===== config.mk =====
export PLATFORM = sky130hd
export DESIGN_NAME = pdl_top
export DESIGN_NICKNAME = d
export VERILOG_FILES = /design/src/verilog/pdl_pkg.sv /design/src/verilog/pdl_top.sv
export SDC_FILE = /design/constraint.sdc
export NUM_CORES = 1
export LEC_CHECK = 0
export BUFFER_PORTS_ARGS = -buffer_cell sky130_fd_sc_hd__buf_2
export CORE_UTILIZATION = 40
export CTS_CLUSTER_DIAMETER = 150
export CTS_CLUSTER_SIZE = 8
export DETAILED_ROUTE_END_ITERATION = 8
export SETUP_SLACK_MARGIN = 0.5
export SLEW_MARGIN = 20
export SYNTH_ARGS = -nofsm -noshare
export SYNTH_HDL_FRONTEND = slang
export SYNTH_SLANG_ARGS = --single-unit

===== constraint.sdc =====
create_clock -name I_CLK_SYS -period 3.7 [get_ports I_CLK_SYS]
set_clock_uncertainty 0.05 [all_clocks]
set_input_delay 0.37 -clock I_CLK_SYS [delete_from_list [all_inputs] [get_ports I_CLK_SYS]]
set_output_delay 0.37 -clock I_CLK_SYS [all_outputs]
set_load 0.1 [all_outputs]

===== src/verilog/pdl_pkg.sv =====
package pdl_pkg;

    // ------------------------------------------------------------
    // timing
    // ------------------------------------------------------------
    localparam int CLK_HZ = 25_000_000;
    localparam int CLK_PERIOD_NS = 40;
    localparam int REF_HZ_BASE = 50_000;
    localparam int REF_CYC_BASE = CLK_HZ / REF_HZ_BASE;
    localparam int REF_CNT_W = 12;
    // longest allowed phase error rounds down to whole cycles
    localparam int LOCK_ERR_NS = 625;
    localparam int LOCK_ERR_CYC = (LOCK_ERR_NS / CLK_PERIOD_NS) < 1 ? 1 : (LOCK_ERR_NS / CLK_PERIOD_NS);
    localparam int LOCK_PERIODS = 3;

    // ------------------------------------------------------------
    // serial control word
    // ------------------------------------------------------------
    localparam int WORD_LEN = 21;
    localparam int SWALLOW_W = 7;
    localparam int MAIN_W = 10;
    localparam int RATIO_W = SWALLOW_W + MAIN_W;
    localparam int MAIN_MULT = 128;
    localparam logic [MAIN_W-1:0] RST_MAIN = 10'h001;

    // word bit 0 is the last bit shifted in
    typedef struct packed {
        logic port_two;
        logic port_one;
        logic [1:0] ref_sel;
        logic [MAIN_W-1:0] main_cnt;
        logic [SWALLOW_W-1:0] swallow_cnt;
    } pdl_cfg_s;

    // ------------------------------------------------------------
    // register port
    // ------------------------------------------------------------
    localparam int ADDR_W = 8;
    localparam logic [ADDR_W-1:0] REG_STATUS = 8'h00;
    localparam logic [ADDR_W-1:0] REG_MASK = 8'h04;
    localparam logic [ADDR_W-1:0] REG_STATE = 8'h08;
    localparam logic [ADDR_W-1:0] REG_WORD = 8'h0c;
    localparam int EVT_W = 3;
    localparam int EVT_LOADED = 0;
    localparam int EVT_LOCK = 1;
    localparam int EVT_UNLOCK = 2;
    localparam logic [EVT_W-1:0] RST_MASK = 3'h0;

    typedef struct packed {
        logic [ADDR_W-1:0] addr;
        logic [31:0] wdata;
        logic wr;
        logic rd;
    } pdl_bus_s;

endpackage


===== src/verilog/pdl_top.sv =====
`timescale 1ns/1ps
// How it works
// - divide ratio equals swallow count plus 128 times main count from the word.
// - select bits pick reference 50k, 25k, 12.5k or 6.25k.
// - port outputs follow the two port bits of the word independently.
// - polarity high: detector low while divided input lags, high while it leads.
// - lock pulled low once phase error stays under 625ns beyond three periods.
// - polarity low inverts the detector output sense.
// - serial data bit shifted in on each falling serial clock edge.
// - word takes effect on the 21st falling edge; further pulses ignored.
// - load reset high blocks clock and data and clears the pulse counter.
// - test high routes reference to port one and divided input to port two.
module pdl_top
    import pdl_pkg::*;
#(
    parameter int REF_BASE_CYC = pdl_pkg::REF_CYC_BASE, // cycles per 50k period
    parameter int LOCK_CYC = pdl_pkg::LOCK_ERR_CYC // longest tolerated error
) (
    input wire logic I_CLK_SYS, // system clock 25 MHz
    input wire logic I_RST_B, // async reset, active low
    input wire logic I_SERIAL_CLOCK, // serial clock pin
    input wire logic I_SERIAL_DATA, // serial data pin
    input wire logic I_LOAD_RST, // word load reset pin, high blocks input
    input wire logic I_POLARITY, // detector polarity pin
    input wire logic I_TEST, // test pin
    input wire logic I_LO_IN, // prescaled local oscillator input
    input wire pdl_pkg::pdl_bus_s I_BUS, // register port request
    output logic [31:0] O_RDATA, // register read data, cycle after read
    output logic O_IRQ, // level interrupt
    output logic O_OUTPUT_PORT_ONE, // first output port level
    output logic O_OUTPUT_PORT_TWO, // second output port level
    output logic O_PHASE_DETECTOR_OUT, // detector output value
    output logic O_PHASE_DETECTOR_OE, // detector output enable
    output logic O_LOCK_N_OUT, // lock pin value, always low
    output logic O_LOCK_N_OE // lock pin pull-down enable
);
    import pdl_pkg::*;

    // ------------------------------------------------------------
    // elaboration checks
    // ------------------------------------------------------------
    if ((REF_BASE_CYC < 2) || ((REF_BASE_CYC * 8) >= (1 << REF_CNT_W))) begin : g_bad_ref
        $error("reference base count out of range");
    end
    if ((LOCK_CYC < 1) || (LOCK_CYC > 30)) begin : g_bad_lock
        $error("lock error count out of range");
    end

    // ------------------------------------------------------------
    // state
    // ------------------------------------------------------------
    typedef struct packed {
        logic [2:0] sck;
        logic [1:0] sdat;
        logic [1:0] lrst;
        logic [2:0] lo;
        logic [1:0] pol;
        logic [1:0] tst;
        logic [WORD_LEN-1:0] shreg;
        logic [4:0] pulses;
        pdl_cfg_s cfg;
        logic [REF_CNT_W-1:0] refcnt;
        logic ref_sq;
        logic [RATIO_W-1:0] divcnt;
        logic div_sq;
        logic up;
        logic dn;
        logic [4:0] errcnt;
        logic bad;
        logic [2:0] good;
        logic locked;
        logic pd_o;
        logic pd_oe;
        logic port_one;
        logic port_two;
        logic [EVT_W-1:0] status;
        logic [EVT_W-1:0] mask;
        logic irq;
        logic [31:0] rdata;
    } pdl_state_s;

    pdl_state_s q;
    pdl_state_s d;

    localparam pdl_state_s STATE_RST = '{
        cfg: '{port_two: 1'b0, port_one: 1'b0, ref_sel: 2'h0, main_cnt: RST_MAIN, swallow_cnt: 7'h00},
        mask: RST_MASK,
        default: '0
    };

    logic sck_fall;
    logic ref_pulse;
    logic div_pulse;
    logic [REF_CNT_W-1:0] ref_last;
    logic [RATIO_W-1:0] ratio;
    logic up_n;
    logic dn_n;
    logic bad_n;
    logic [EVT_W-1:0] evt;
    logic [EVT_W-1:0] w1c;

    // ------------------------------------------------------------
    // next state
    // ------------------------------------------------------------
    always_comb begin
        d = q;
        // synchronisers; stage one feeds stage two only
        d.sck = {q.sck[1:0], I_SERIAL_CLOCK};
        d.sdat = {q.sdat[0], I_SERIAL_DATA};
        d.lrst = {q.lrst[0], I_LOAD_RST};
        d.lo = {q.lo[1:0], I_LO_IN};
        d.pol = {q.pol[0], I_POLARITY};
        d.tst = {q.tst[0], I_TEST};
        evt = '0;

        // serial word intake
        sck_fall = q.sck[2] & ~q.sck[1];
        if (q.lrst[1]) begin
            d.pulses = '0;
        end else if (sck_fall && (q.pulses < 5'(WORD_LEN))) begin
            d.shreg = {q.shreg[WORD_LEN-2:0], q.sdat[1]};
            d.pulses = q.pulses + 5'h01;
            if (q.pulses == 5'(WORD_LEN - 1)) begin
                d.cfg = pdl_cfg_s'({q.shreg[WORD_LEN-2:0], q.sdat[1]});
                evt[EVT_LOADED] = 1'b1;
            end
        end

        // reference divider
        ref_last = REF_CNT_W'((REF_BASE_CYC << q.cfg.ref_sel) - 1);
        ref_pulse = (q.refcnt >= ref_last);
        d.refcnt = ref_pulse ? '0 : q.refcnt + 1'b1;
        if (ref_pulse) begin
            d.ref_sq = ~q.ref_sq;
        end

        // programmable divider on rising input edges
        ratio = RATIO_W'(q.cfg.swallow_cnt) + RATIO_W'(q.cfg.main_cnt) * RATIO_W'(MAIN_MULT);
        div_pulse = 1'b0;
        if (q.lo[1] & ~q.lo[2]) begin
            div_pulse = (q.divcnt + 1'b1 >= ratio);
            d.divcnt = div_pulse ? '0 : q.divcnt + 1'b1;
            if (div_pulse) begin
                d.div_sq = ~q.div_sq;
            end
        end

        // phase detector: up = reference first, dn = divided input first
        up_n = q.up | ref_pulse;
        dn_n = q.dn | div_pulse;
        if (up_n & dn_n) begin
            up_n = 1'b0;
            dn_n = 1'b0;
        end
        d.up = up_n;
        d.dn = dn_n;
        d.pd_oe = up_n ^ dn_n;
        d.pd_o = (up_n ^ dn_n) ? (dn_n ~^ q.pol[1]) : 1'b0;

        // lock detector
        d.errcnt = (up_n | dn_n) ? ((q.errcnt == 5'h1f) ? q.errcnt : q.errcnt + 5'h01) : 5'h00;
        // an error of exactly LOCK_CYC cycles is still under the limit
        bad_n = q.bad | (d.errcnt > 5'(LOCK_CYC));
        d.bad = bad_n;
        if (ref_pulse) begin
            d.bad = 1'b0;
            d.good = bad_n ? 3'h0 : ((q.good == 3'h7) ? q.good : q.good + 3'h1);
        end
        d.locked = (d.good > 3'(LOCK_PERIODS));
        evt[EVT_LOCK] = d.locked & ~q.locked;
        evt[EVT_UNLOCK] = ~d.locked & q.locked;

        // port outputs, test mode routing
        d.port_one = q.tst[1] ? q.ref_sq : q.cfg.port_one;
        d.port_two = q.tst[1] ? q.div_sq : q.cfg.port_two;

        // register port
        w1c = (I_BUS.wr && (I_BUS.addr == REG_STATUS)) ? I_BUS.wdata[EVT_W-1:0] : '0;
        d.status = (q.status & ~w1c) | evt; // a new event beats a clear
        if (I_BUS.wr && (I_BUS.addr == REG_MASK)) begin
            d.mask = I_BUS.wdata[EVT_W-1:0];
        end
        d.irq = |(d.status & d.mask);
        d.rdata = '0;
        if (I_BUS.rd) begin
            case (I_BUS.addr)
                REG_STATUS: d.rdata = 32'(q.status);
                REG_MASK: d.rdata = 32'(q.mask);
                REG_STATE: d.rdata = 32'({q.pulses, q.pd_o, q.pd_oe, q.port_two, q.port_one, q.locked});
                REG_WORD: d.rdata = 32'(q.cfg);
                default: d.rdata = '0;
            endcase
        end
    end

    always_ff @(posedge I_CLK_SYS or negedge I_RST_B) begin
        if (!I_RST_B) begin
            q <= STATE_RST;
        end else begin
            q <= d;
        end
    end

    // ------------------------------------------------------------
    // outputs
    // ------------------------------------------------------------
    assign O_RDATA = q.rdata;
    assign O_IRQ = q.irq;
    assign O_OUTPUT_PORT_ONE = q.port_one;
    assign O_OUTPUT_PORT_TWO = q.port_two;
    assign O_PHASE_DETECTOR_OUT = q.pd_o;
    assign O_PHASE_DETECTOR_OE = q.pd_oe;
    assign O_LOCK_N_OUT = 1'b0 & q.locked; // open collector only pulls low
    assign O_LOCK_N_OE = q.locked;

endmodule


==> summary.md <==
| Metric | Value |
|---|---|
| CTS tree | yes |
| Yosys cell types | 57 |
| CP startpoint | q[63]$_DFFE_PN0P_ |
| DRT iter0 DRCs | 183 |
| Full die area | 17000 µm² |
| Yosys top cell area share | 50.6% |
| Top_reg_cell synth | dfrtp_1 |
| DP HPWL | 9.13 mm |
| Nets | 762 |
| RSZ-0062 raised after global routing | true |
| Worst-Skew Late Latency | 0.42 ns |
| TritonCTS buffer count | 17 |
| Initial antenna violation count | 0 |
| Rel. slew slack | 39.4% |
| Final Max Slew Viols | 0 |
| Syn Inst Count | 586 |
| Setup CP Type | register to register |
| DR vias/cell | 4.98 |
| Sink Count | 134 |
| Element type at the critical path start | register |
| Die Y | 130 µm |
| Worst vdd ir | 381 µV |
| Area leader, netlist | dfrtp_1 |
| Seq/Total Area, Yosys | 51.0% |
| Power after layout | 3.77 mW |
| R2R depth | 16 |
| Clock transition at path regs | 0.06 ns |
| Worst Path Max Fanout | 4 |
| Leakage | 3.99 nW |
| I/O pin total | 89 |
| Die Span X | 130 µm |
| Bufs on Longest Clock Path | 2 |
| Vias in the first global route | 4507 |
| Antenna cells | 0 |
| H-tree depth | 4 |
| Util after Layout | 51.0% |
| Min-delay src | I_BUS[2] |
| Yosys warns | 0 |
| # setup viols final | 0 |
| CP Capture Type | register |
| Worst r2r src | q[63]$_DFFE_PN0P_ |
| Port Buffers | 47 |
| Reg2Reg Setup Slack | 0.19 ns |
| DRC Markers | 0 |
| Commonest non-fill, non-tap cell in the layout | dfrtp_1 |
| Placed Area | 7130 µm² |
| Post-synth EDFFs | 0 |
| Worst-margin pin slew | 0.909 ns |
| Tot GR Track Use | 17.0% |
| Via Count | 4484 |
| Drt wl/cell | 14.5 µm |
| Total Routed Length | 13.1 mm |
| Root Buffer | clkbuf_16 |
| Row count | 46 |
| Synth-to-layout area growth | 23.6% |
| Core area | 15900 µm² |
| Fmax achieved | 285 MHz |
| Syn Area/Cell | 11.2 µm² |
| First-pass GRT wire length | 21.9 mm |
| Largest net degree at the start of global routing | 92 |
| Worst setup endpoint | q[47]$_DFF_PN0_ |
| Reg-to-Reg End | q[47]$_DFF_PN0_ |
| Status | complete, no violations |
| Most frequent cells in the layout | 133 x dfrtp_1, 46 x buf_2, 43 x mux2_2, 43 x buf_4, 41 x inv_1 |
| Gr ovfl total | 0 |
| Post-DRT Antenna Nets | 0 |
| Final Hold Viols | 0 |
| Final min period | 3.51 ns |
| Starting Density | 41.3% |
| CP arrival | 3.76 ns |
| FFs w/ async S/R, synth | 100% |
| Max cap viols | 0 |
| Final Wtd Congestion | 0.845 |
| Post-Syn Area | 6580 µm² |
| WP data required | 3.95 ns |
| Area contributors post-synth | dfrtp_1 51%, ha_1 7.8%, mux2_2 7.4%, buf_4 3.8%, nand2_1 2.4% |
| Ratio of cells with drive above 1 in the final layout | 31.0% |
| Finished Cell Area | 8130 µm² |
| Final period util | 94.8% |
| Power per Cell Area | 464 nW/µm² |
| Hold Crit Class | primary input to register |
| Synth Register Bits | 134 |
| Hold WS | 0.179 ns |
| FILL cells | 1411 |
| DRT Pass-1 Iters | 4 |
sequential cells by signal (all words and copies together) (netlist names), named ones only:
signal and count:
q 98, O_RDATA 21, O_OUTPUT_PORT_TWO 1, O_IRQ 1, d 8, O_PHASE_DETECTOR_OUT 1
O_OUTPUT_PORT_ONE 1, O_PHASE_DETECTOR_OE 1
synthesized netlist by cell type, types with 2 or more instances:
cell,instances
o211ai_1,4
or2_1,2
a41oi_1,5
nand2b_1,5
o22ai_1,7
mux2_2,43
buf_4,33
o31ai_1,6
mux2_4,2
clkbuf_1,12
mux2i_1,9
or3_1,4
and3_1,5
xor2_1,16
nor4_1,2
nor2b_1,8
dfrtp_1,133
a31oi_1,4
nor3_1,14
nor2_1,38
o21ai_0,5
inv_1,41
xnor2_1,14
o21ai_1,5
ha_1,41
nand2_1,42
and2_1,4
a21o_1,2
or2_2,2
nand3_1,22
nand4_1,13
mux4_2,2
a21oi_1,17
stage by stage:
| stage | worst slack [ns] | TNS (ns) | instances |
|---|---|---|---|
| final | 0.192 | 0 | 900 |
| after global routing | 0.0275 | 0 | 900 |
| after CTS | 0.202 | 0 | 890 |
| after detailed placement | 0.0590 | 0 | 843 |
| after global placement | 0.0951 | 0 | 843 |
| after floorplan | -0.00261 | -0.00261 | 597 |
power by group:
group / switching, mW / internal, mW / total [mW]
Combinational: 0.204 / 0.126 / 0.330
Sequential: 0.0673 / 1.56 / 1.62
Clock: 0.603 / 1.21 / 1.82
Total: 0.874 / 2.90 / 3.77
metal layers:
layer  GRT usage, %  up-vias  wire length (µm)
met3           4.43       17               458
met1           21.2     2225              5840
met5              0        -                 0
met2           28.4       77              6580
met4           6.22        0               185
li1               -     2165                 -
kinds of logic (layout without fill, tap and decap cells):
family                   count (synthesis)  in the layout  synth area share (%)
flip-flops                             134            134                  51.0
XOR/XNOR                                30             30                  3.99
other                                    1             12                0.0570
buffers and inverters                   87            174                  6.85
AO/OA/AOI/OAI                           65             65                  6.87
multiplexers                            57             57                  10.3
AND/OR/NAND/NOR                        171            171                  13.2
adder cells (fa/ha/maj)                 41             41                  7.80
worst min path at each step:
| stage | cells after the start | slack [ns] | endpoint |
|---|---|---|---|
| after floorplan | 0 | 0.02 | O_IRQ$_DFF_PN0_ |
| after global placement | 0 | 0.28 | q[141]$_DFF_PN0_ |
| after detailed placement | 0 | 0.29 | d[139]$_DFF_PN0_ |
| after CTS | 2 | 0.16 | q[33]$_DFF_PN0_ |
| after global routing | 2 | 0.16 | q[33]$_DFF_PN0_ |
| final | 2 | 0.18 | q[33]$_DFF_PN0_ |
critical path, stage by stage (launching register included):
cell      delay, ns
dfrtp_1        0.37
nand4_1        0.12
buf_4          0.18
buf_6          0.12
nor4_4         0.35
xnor2_1        0.14
ha_1           0.35
a21oi_2        0.16
a21oi_2        0.08
a211oi_4       0.30
a31oi_4        0.15
or2_4          0.28
ha_4           0.28
o21bai_4       0.07
buf_4          0.15
buf_6          0.11
nor2b_4        0.11
cell type report:
type                    count  area [µm²]  share of cell area [%]
well taps                 216         270                    3.33
multi-input cells         376        3020                    37.2
clock inverters             8         143                    1.75
clock buffers              24         502                    6.17
inverters                  41         154                    1.89
flip-flops and latches    134        3350                    41.3
repair buffers            101         683                    8.41
timing repair:
item | 4_1_cts | 5_1_grt
pin swaps | 14 | 19
hold buffers | 7 | 0
cloned | 0 | 0
setup buffers | 8 | 10
endpoints found under the setup margin | 24 | 32
resized for setup | 12 | 20
endpoints found under the hold margin | 22 | 0
Note: power is estimated with default switching activity, not from simulation.
